**src/gpc_defines.vh**
```
`ifndef GPC_DEFINES_VH
`define GPC_DEFINES_VH

// port geometry
`define GPC_W            32
`define GPC_CN_W         31
`define GPC_RMP_W        26
// pins present on this variant (arbitrary default: all)
`define GPC_IMPL_MASK    32'hFFFFFFFF

// register byte offsets
`define GPC_OFF_DIR      8'h00
`define GPC_OFF_LAT      8'h04
`define GPC_OFF_PIN      8'h08
`define GPC_OFF_ODC      8'h0C
`define GPC_OFF_CNEN_LO  8'h10
`define GPC_OFF_CNEN_HI  8'h14
`define GPC_OFF_PU_LO    8'h18
`define GPC_OFF_PU_HI    8'h1C
`define GPC_OFF_ANA      8'h20
`define GPC_OFF_RMP      8'h24
`define GPC_OFF_CNSTAT   8'h28

// reset values
`define GPC_RST_DIR      32'hFFFFFFFF
`define GPC_RST_ZERO     32'h00000000

// bus responses
`define GPC_RESP_OKAY    2'h0
`define GPC_RESP_SLVERR  2'h2

`endif

```
**src/gpc_port_end.v**
```verilog
`timescale 1ns/100ps

```
**src/gpc_port.v**
```verilog
`timescale 1ns/100ps
// Behaviour
// actively driving enabled peripheral disables port output driver; pin stays readable
// enabled but idle peripheral leaves the pin to the port output logic
// port output never loops back into the input of a sharing peripheral
// direction bit 1 makes the pin input, 0 makes it output
// every reset sets all direction bits so all pins are inputs
// latch register reads the latch; writing it updates only the latch
// pin level register reads pin states; writing it updates the latch
// unimplemented bits read zero in latch, direction, pin level and are disabled
// open-drain bit set drives only low and releases high
// pins configured analog read as 0 from the pin level register
// software keeps analog pins set as inputs
// software waits one cycle between port write and read of same port
// change detect works without clock and raises an interrupt request
// up to 31 change notification inputs
// notify enable bit lets that pin's change reach the request
// pull-up enable bit switches that pin's weak pull-up on
// software disables pull-ups on pins used as digital outputs
// remapping available on up to 26 designated pins
// remappable peripheral reaches a pin only after software assigns it
// compare enabled pins with captured levels and OR mismatches into one request

`include "gpc_defines.vh"

module gpc_port (
  input  wire        i_clk_sys,     // system clock, 10 MHz
  input  wire        i_rst_n,       // async reset, active low
  // axi4-lite slave
  input  wire [7:0]  s_axi_awaddr,  // write address
  input  wire        s_axi_awvalid, // write address valid
  output wire        s_axi_awready, // write address ready
  input  wire [31:0] s_axi_wdata,   // write data
  input  wire [3:0]  s_axi_wstrb,   // write byte strobes
  input  wire        s_axi_wvalid,  // write data valid
  output wire        s_axi_wready,  // write data ready
  output reg  [1:0]  s_axi_bresp,   // write response
  output reg         s_axi_bvalid,  // write response valid
  input  wire        s_axi_bready,  // write response ready
  input  wire [7:0]  s_axi_araddr,  // read address
  input  wire        s_axi_arvalid, // read address valid
  output wire        s_axi_arready, // read address ready
  output reg  [31:0] s_axi_rdata,   // read data
  output reg  [1:0]  s_axi_rresp,   // read response
  output reg         s_axi_rvalid,  // read data valid
  input  wire        s_axi_rready,  // read data ready
  // pins
  input  wire [31:0] i_pin,         // pin levels
  output wire [31:0] o_pin_out,     // pin output value
  output wire [31:0] o_pin_oe,      // pin output enable, high drives
  output wire [31:0] o_pin_pu,      // weak pull-up enable per pin
  // fixed-pin peripherals
  input  wire [31:0] i_per_en,      // peripheral enabled on pin
  input  wire [31:0] i_per_drv,     // peripheral actively driving pin
  input  wire [31:0] i_per_out,     // peripheral output value
  output wire [31:0] o_per_in,      // pin level towards peripheral
  // remappable peripherals on pins 0..25
  input  wire [25:0] i_rmp_drv,     // remapped peripheral driving pin
  input  wire [25:0] i_rmp_out,     // remapped peripheral output value
  output wire [25:0] o_rmp_in,      // pin level towards remapped peripheral
  // change notification
  output wire        o_cn_irq       // change notification request, level
);

  ////////////////////////////////////////////////////////////////////////////
  // registers

  // software-visible port registers
  reg  [31:0] dir_q;
  reg  [31:0] lat_q;
  reg  [31:0] odc_q;
  reg  [15:0] cnen_lo_q;
  reg  [14:0] cnen_hi_q;
  reg  [15:0] pu_lo_q;
  reg  [14:0] pu_hi_q;
  reg  [31:0] ana_q;
  reg  [25:0] rmp_q;
  // pin levels captured when software last looked
  reg  [30:0] cn_cap_q;
  // write channel halves held until both are in
  reg  [7:0]  awaddr_q;
  reg         aw_full_q;
  reg  [31:0] wdata_q;
  reg  [3:0]  wstrb_q;
  reg         w_full_q;

  // implemented-pin mask; absent bits are forced off at every output except o_rmp_in and in the direction, latch, open-drain and analog registers
  wire [31:0] impl      = `GPC_IMPL_MASK;
  wire [30:0] cn_en     = {cnen_hi_q, cnen_lo_q};
  wire [25:0] rmp_own;
  wire [31:0] per_own;
  wire [31:0] port_drv;
  wire [31:0] drv_val;
  wire [31:0] drv_on;
  wire [31:0] pin_rd;
  // bus handshake strobes
  wire        wr_go;
  wire        rd_go;

  ////////////////////////////////////////////////////////////////////////////
  // helpers

  // merge a bus write into a register under byte strobes
  function [31:0] merge;
    input [31:0] old;
    input [31:0] data;
    input [3:0]  strb;
    integer      k;
    begin
      merge = old;
      for (k = 0; k < 4; k = k + 1) begin
        if (strb[k]) begin
          merge[k*8 +: 8] = data[k*8 +: 8];
        end
      end
    end
  endfunction

  // true for an offset that holds a register
  function mapped;
    input [7:0] a;
    begin
      mapped = (a[1:0] == 2'h0) && (a <= `GPC_OFF_CNSTAT);
    end
  endfunction

  ////////////////////////////////////////////////////////////////////////////
  // narrow register merge

  // merge at full width, then keep only the lanes a register really has
  wire [31:0] cnen_lo_wr = merge({16'h0000, cnen_lo_q}, wdata_q, wstrb_q);
  wire [31:0] cnen_hi_wr = merge({17'h00000, cnen_hi_q}, wdata_q, wstrb_q);
  wire [31:0] pu_lo_wr   = merge({16'h0000, pu_lo_q}, wdata_q, wstrb_q);
  wire [31:0] pu_hi_wr   = merge({17'h00000, pu_hi_q}, wdata_q, wstrb_q);
  wire [31:0] rmp_wr     = merge({6'h00, rmp_q}, wdata_q, wstrb_q);

  ////////////////////////////////////////////////////////////////////////////
  // pin ownership and drive

  // remapped peripheral owns the pin only once assigned and driving
  assign rmp_own  = rmp_q & i_rmp_drv;
  // a fixed peripheral is ignored on a pin handed to a remapped one
  assign per_own  = {6'h00, rmp_own} |
                    (i_per_en & i_per_drv & ~{6'h00, rmp_q});
  // port drives an output-direction pin nobody else owns
  assign port_drv = ~dir_q & ~per_own & impl;
  assign drv_val  = rmp_own_mux(rmp_own, i_rmp_out, per_own, i_per_out, lat_q);
  // open drain drives only low, releases high
  assign drv_on   = (per_own | port_drv) & impl & ~(odc_q & drv_val);
  assign o_pin_oe  = drv_on;
  assign o_pin_out = drv_val & ~odc_q & drv_on;

  // pick the output value from the owner of each pin
  // priority: remapped peripheral, then fixed peripheral, then latch
  function [31:0] rmp_own_mux;
    input [25:0] ro;
    input [25:0] rv;
    input [31:0] po;
    input [31:0] pv;
    input [31:0] lv;
    begin
      rmp_own_mux = (po & pv) | (~po & lv);
      rmp_own_mux[25:0] = (ro & rv) | (~ro & rmp_own_mux[25:0]);
    end
  endfunction

  // port-driven pins read as zero towards peripherals
  assign o_per_in = i_pin & ~port_drv & ~{6'h00, rmp_q} & impl;
  assign o_rmp_in = i_pin[25:0] & ~port_drv[25:0] & rmp_q;

  // pull-ups only on notification-capable pins
  // bit 31 has no notify input, so it never gets a pull-up
  assign o_pin_pu = {1'b0, pu_hi_q, pu_lo_q} & impl;

  // pin level readback, analog pins forced low
  assign pin_rd = i_pin & ~ana_q & impl;

  ////////////////////////////////////////////////////////////////////////////
  // change notification

  // combinational compare works with the clock stopped
  // the request drops on a read of pin level or status, or when the pin returns to its captured level
  assign o_cn_irq = |((i_pin[30:0] ^ cn_cap_q) & cn_en & impl[30:0]);

  ////////////////////////////////////////////////////////////////////////////
  // axi4-lite write path

  // a ready drops while its half is held or the response waits
  assign s_axi_awready = ~aw_full_q & ~s_axi_bvalid;
  assign s_axi_wready  = ~w_full_q & ~s_axi_bvalid;
  assign wr_go         = aw_full_q & w_full_q & ~s_axi_bvalid;

  // capture address and data in either order, answer once both are held
  always @(posedge i_clk_sys or negedge i_rst_n) begin
    if (!i_rst_n) begin
      awaddr_q     <= 8'h00;
      aw_full_q    <= 1'b0;
      wdata_q      <= 32'h00000000;
      wstrb_q      <= 4'h0;
      w_full_q     <= 1'b0;
      s_axi_bvalid <= 1'b0;
      s_axi_bresp  <= `GPC_RESP_OKAY;
    end else begin
      if (s_axi_awvalid && s_axi_awready) begin
        awaddr_q  <= s_axi_awaddr;
        aw_full_q <= 1'b1;
      end
      if (s_axi_wvalid && s_axi_wready) begin
        wdata_q  <= s_axi_wdata;
        wstrb_q  <= s_axi_wstrb;
        w_full_q <= 1'b1;
      end
      // both halves held: commit, free the holders and answer
      if (wr_go) begin
        aw_full_q    <= 1'b0;
        w_full_q     <= 1'b0;
        s_axi_bvalid <= 1'b1;
        s_axi_bresp  <= mapped(awaddr_q) ? `GPC_RESP_OKAY : `GPC_RESP_SLVERR;
      end else if (s_axi_bvalid && s_axi_bready) begin
        s_axi_bvalid <= 1'b0;
      end
    end
  end

  // register updates from the bus
  always @(posedge i_clk_sys or negedge i_rst_n) begin
    if (!i_rst_n) begin
      dir_q     <= `GPC_RST_DIR;
      lat_q     <= `GPC_RST_ZERO;
      odc_q     <= `GPC_RST_ZERO;
      cnen_lo_q <= 16'h0000;
      cnen_hi_q <= 15'h0000;
      pu_lo_q   <= 16'h0000;
      pu_hi_q   <= 15'h0000;
      ana_q     <= `GPC_RST_ZERO;
      rmp_q     <= 26'h0000000;
    end else if (wr_go) begin
      // absent direction bits stay input so they never drive
      case (awaddr_q)
        `GPC_OFF_DIR:     dir_q <= merge(dir_q, wdata_q, wstrb_q) | ~impl;
        `GPC_OFF_LAT:     lat_q <= merge(lat_q, wdata_q, wstrb_q) & impl;
        `GPC_OFF_PIN:     lat_q <= merge(lat_q, wdata_q, wstrb_q) & impl;
        `GPC_OFF_ODC:     odc_q <= merge(odc_q, wdata_q, wstrb_q) & impl;
        `GPC_OFF_CNEN_LO: cnen_lo_q <= cnen_lo_wr[15:0];
        `GPC_OFF_CNEN_HI: cnen_hi_q <= cnen_hi_wr[14:0];
        `GPC_OFF_PU_LO:   pu_lo_q <= pu_lo_wr[15:0];
        `GPC_OFF_PU_HI:   pu_hi_q <= pu_hi_wr[14:0];
        `GPC_OFF_ANA:     ana_q <= merge(ana_q, wdata_q, wstrb_q) & impl;
        `GPC_OFF_RMP:     rmp_q <= rmp_wr[25:0];
        default:          rmp_q <= rmp_q;
      endcase
    end
  end

  ////////////////////////////////////////////////////////////////////////////
  // axi4-lite read path

  // address refused while read data waits for rready
  assign s_axi_arready = ~s_axi_rvalid;
  assign rd_go         = s_axi_arvalid & s_axi_arready;

  // registered read data, one cycle after the address is taken
  always @(posedge i_clk_sys or negedge i_rst_n) begin
    if (!i_rst_n) begin
      s_axi_rvalid <= 1'b0;
      s_axi_rdata  <= 32'h00000000;
      s_axi_rresp  <= `GPC_RESP_OKAY;
    end else if (rd_go) begin
      s_axi_rvalid <= 1'b1;
      s_axi_rresp  <= mapped(s_axi_araddr) ? `GPC_RESP_OKAY : `GPC_RESP_SLVERR;
      case (s_axi_araddr)
        `GPC_OFF_DIR:     s_axi_rdata <= dir_q & impl;
        `GPC_OFF_LAT:     s_axi_rdata <= lat_q & impl;
        `GPC_OFF_PIN:     s_axi_rdata <= pin_rd;
        `GPC_OFF_ODC:     s_axi_rdata <= odc_q;
        `GPC_OFF_CNEN_LO: s_axi_rdata <= {16'h0000, cnen_lo_q};
        `GPC_OFF_CNEN_HI: s_axi_rdata <= {17'h00000, cnen_hi_q};
        `GPC_OFF_PU_LO:   s_axi_rdata <= {16'h0000, pu_lo_q};
        `GPC_OFF_PU_HI:   s_axi_rdata <= {17'h00000, pu_hi_q};
        `GPC_OFF_ANA:     s_axi_rdata <= ana_q;
        `GPC_OFF_RMP:     s_axi_rdata <= {6'h00, rmp_q};
        `GPC_OFF_CNSTAT:  s_axi_rdata <= {o_cn_irq, cn_cap_q};
        // unmapped or unaligned offsets answer zero with an error
        default:          s_axi_rdata <= 32'h00000000;
      endcase
    end else if (s_axi_rvalid && s_axi_rready) begin
      s_axi_rvalid <= 1'b0;
    end
  end

  // reading pin level or status rearms the change compare
  // rearm uses the level at the address edge, the same one a pin level read returns
  always @(posedge i_clk_sys or negedge i_rst_n) begin
    if (!i_rst_n) begin
      cn_cap_q <= 31'h00000000;
    end else if (rd_go && ((s_axi_araddr == `GPC_OFF_PIN) ||
                           (s_axi_araddr == `GPC_OFF_CNSTAT))) begin
      cn_cap_q <= i_pin[30:0];
    end
  end

endmodule // gpc_port

```
**config.mk**
```make
export PLATFORM = sky130hd
export DESIGN_NAME = gpc_port
export DESIGN_NICKNAME = d
export VERILOG_FILES = /design/src/gpc_port_end.v /design/src/gpc_port.v
export VERILOG_INCLUDE_DIRS = /design/src
export SDC_FILE = /design/constraint.sdc
export NUM_CORES = 1
export LEC_CHECK = 0
export BUFFER_PORTS_ARGS = -buffer_cell sky130_fd_sc_hd__buf_2
export CORE_MARGIN = 5
export CORE_UTILIZATION = 40
export DETAILED_ROUTE_END_ITERATION = 6
export HOLD_SLACK_MARGIN = 0.12
export SYNTH_ARGS = -nofsm -noshare
export SYNTH_HDL_FRONTEND = slang
export SYNTH_SLANG_ARGS = --single-unit
```
**constraint.sdc**
```tcl
create_clock -name i_clk_sys -period 5.6 [get_ports i_clk_sys]
set_input_delay 0 -clock i_clk_sys [delete_from_list [all_inputs] [get_ports i_clk_sys]]
set_output_delay 0 -clock i_clk_sys [all_outputs]
set_load 0.005 [all_outputs]
```
==> flow_metrics.tcl <==
set metrics [dict create \
    outcome "finished, final reports clean" \
    ys.flop_type "dfrtp_1" \
    drt-wirelength-per-cell_um 25.0 \
    drcViolationCount 0 \
    cts_resized 0 \
    die_w_um 221 \
    async_reset_ff_frac 1.00 \
    syn2layout_area_growth_pct 26.9 \
    timing.final.crit_share 0.514 \
    gp_congestion 0.914 \
    synthMuxAreaShare 0.250 \
    drv_cap 0 \
    core-area_um2 44100 \
    cts_sinks 329 \
    ir_drop_uv 208 \
    htreeDepth 2 \
    synth_top_family_by_area "multiplexers" \
    skew_ps 9.51 \
    vias 15169 \
    min_path_type "in -> reg" \
    crit_path_end_kind "flop" \
    numCtsBuffers 38 \
    synth_compound_area_frac 0.131 \
    place_area_um2 20400 \
    post_cts_buffers 0 \
    cp_cell_sequence "dlygate4sd3_1 -> buf_2 -> buf_4 -> and4bb_1 -> and2_1 -> a222oi_1 -> a21oi_1 -> a221o_1" \
    die_h_um 221 \
    fillCellCount 4036 \
    grt_pass1_wl_um 100000 \
    setup_tns_ps 0 \
    syn_inst 1562 \
    synth-xor-area-share 0.0157 \
    arrival_ps 3350 \
    hold_viol 0 \
    synth_cell_types 69 \
    drive_gt1_frac 0.417 \
    reg2reg_depth 5 \
    hold_depth 3 \
    netlist_area_um2 17800 \
    crit_slowest_cell "and4bb_1" \
    port_buffers 431 \
    critical_path_required_ps 6070 \
    synth_top_area_share 0.417 \
    critical_path_class "in -> reg" \
    cp-start-kind "primary input" \
    root_buffer "clkbuf_16" \
    syn_area_per_cell_um2 11.4 \
    setup_viol 0 \
    antenna_cells 0 \
    ant_nets 0 \
    dp_hpwl_um 48500 \
    clock_path_buffers 3 \
    rows 77 \
    dr.pass1.iters 7 \
    yosysWarnings 0 \
    ys_ff_latch 329 \
    clkTransAtPathRegs_ps 60 \
    clk_latency_ps 530 \
    grt_pass1_vias 16018 \
    hold_slack_ps 188 \
    yosysSeqAreaShare 0.464 \
    maxSlewViolCount 0 \
    critical_path_peak_fanout 31 \
    initial_core_util 0.404 \
    viasPerCell 5.71 \
    layout_commonest_cell "buf_2" \
    cts_tree "yes" \
    antenna_found_initial 0 \
    rsz0062_at_grt "false" \
    cpPeakStageDelay_ps 940 \
    tightest_slew_ps 1050 \
    synthSimpleGateAreaFrac 0.112 \
    yosys.area.top_type "dfrtp_1" \
    dieArea_um2 48900 \
    drt_iter0_drc 983 \
    grt_use_total 0.261 \
    totalWireLength_um 66500 \
    overflow 0 \
    synth_area_leaders "dfrtp_1 (42%), mux2_2 (19%), mux2i_1 (5.7%)" \
    fmax_mhz 347 \
    cts_hold_buf 90 \
    synth_adder_area_share 0 \
    fin_nets 2276 \
    power_density_nw_per_um2 345 \
    final_cell_mix "buf_2 (430), mux2_2 (299), dfrtp_1 (297)" \
    synth_edf_count 0 \
    slew_headroom 0.299 \
    period_needed_ps 2880 \
    grt_max_degree 120 \
    boundaryPins 435 \
    p_leak_nw 11.2 \
    postLayoutCellArea_um2 22600 \
]
==> sequential cells by signal, summed over array words and instances (netlist names), 4 cells and up <==
signal / flops
pu_hi_q: 15
s_axi_rdata: 32
wdata_q: 32
ana_q: 32
odc_q: 32
cn_cap_q: 31
rmp_q: 26
dir_q: 32
pu_lo_q: 16
cnen_hi_q: 15
lat_q: 32
cnen_lo_q: 16
wstrb_q: 4
awaddr_q: 8
==> final timing paths <==
kind	slack [ps]	startpoint	end
worst max-delay path	2720	s_axi_araddr[2]	s_axi_rdata[8]$_DFFE_PN0P_
worst min-delay path	190	s_axi_rready	s_axi_rvalid$_DFFE_PN0P_
worst max register to register	3010	awaddr_q[7]$_DFFE_PN0P_	lat_q[2]$_DFFE_PN0P_
worst min register to register	480	s_axi_rdata[7]$_DFFE_PN0P_	s_axi_rdata[7]$_DFFE_PN0P_
max in group asynchronous	4060	i_rst_n	lat_q[20]$_DFFE_PN0P_
min in group asynchronous	640	i_rst_n	dir_q[5]$_DFFE_PN1P_
==> cell type report <==
class | instances | area (um2) | share of cell area
Clock buffer | 65 | 1220 | 0.0537
Clock inverter | 4 | 70.1 | 0.00309
Inverter | 13 | 48.8 | 0.00216
Multi-Input combinational cell | 1121 | 9100 | 0.402
Sequential cell | 329 | 8270 | 0.365
Tap cell | 592 | 741 | 0.0327
Timing Repair Buffer | 534 | 3200 | 0.141
==> logic make-up (layout without fill, tap and decap cells) <==
kind of cell    after synthesis  after routing
simple gates                348            348
flops                       329            329
buf+inv                     114            616
mux                         408            408
other cells                   1              3
xor+xnor                     32             32
compound gates              330            330
==> metal layers <==
metal  GRT usage  wire length, um  part of all wire  up-vias
met3      0.0559             4770             0.072      106
met2       0.442            32300              0.49      619
met5           0                0                 0        -
met1       0.338            27400              0.41     7655
li1            -                -                 -     6789
met4      0.0814             2010             0.030        0
==> critical path, delay by kind of cell <==
| kind | cells | cell delay (ps) |
|---|---|---|
| and+or+nand+nor | 2 | 1730 |
| AOI/OAI and AO/OA | 3 | 590 |
| buffers and inverters | 3 | 1020 |
==> cells in the mapped netlist (6+ instances only) <==
cell	instances
o211ai_1	25
mux2_2	299
dfstp_2	32
dfrtp_1	297
and3b_1	23
nor3b_1	46
nand2_4	6
o21ai_0	37
nor2_1	40
nor2b_1	12
o211a_1	26
and2_1	9
xor2_1	31
a22o_1	19
a211oi_1	9
o22ai_1	19
a221oi_1	16
mux2_1	8
mux2i_1	101
buf_2	27
nor3_1	9
buf_4	6
nand3_1	12
a32oi_1	11
nand2_1	139
inv_1	12
o21ai_1	7
clkbuf_1	48
a21oi_1	66
buf_1	19
a22oi_1	41
a21boi_0	23
and3_1	8
==> stage by stage <==
stage,cells,util,setup WS [ps],power (mW)
2_1_floorplan,1564,-,3590,4.37
3_3_place_gp,2499,0.463,2770,5.16
3_5_place_dp,2499,0.463,2760,5.22
4_1_cts,2658,0.513,2810,7.84
5_1_grt,2658,0.513,2600,8.16
6_report,2658,0.513,2720,7.80
==> power by group <==
| part | total, mW | leakage (nW) | switching [mW] | internal (mW) |
|---|---|---|---|---|
| Clock | 2.55 | 0.630 | 0.987 | 1.56 |
| Sequential | 3.56 | 4.35 | 0.716 | 2.85 |
| Combinational | 1.69 | 6.26 | 0.785 | 0.905 |
No activity file was read; power rests on OpenSTA's default activity.
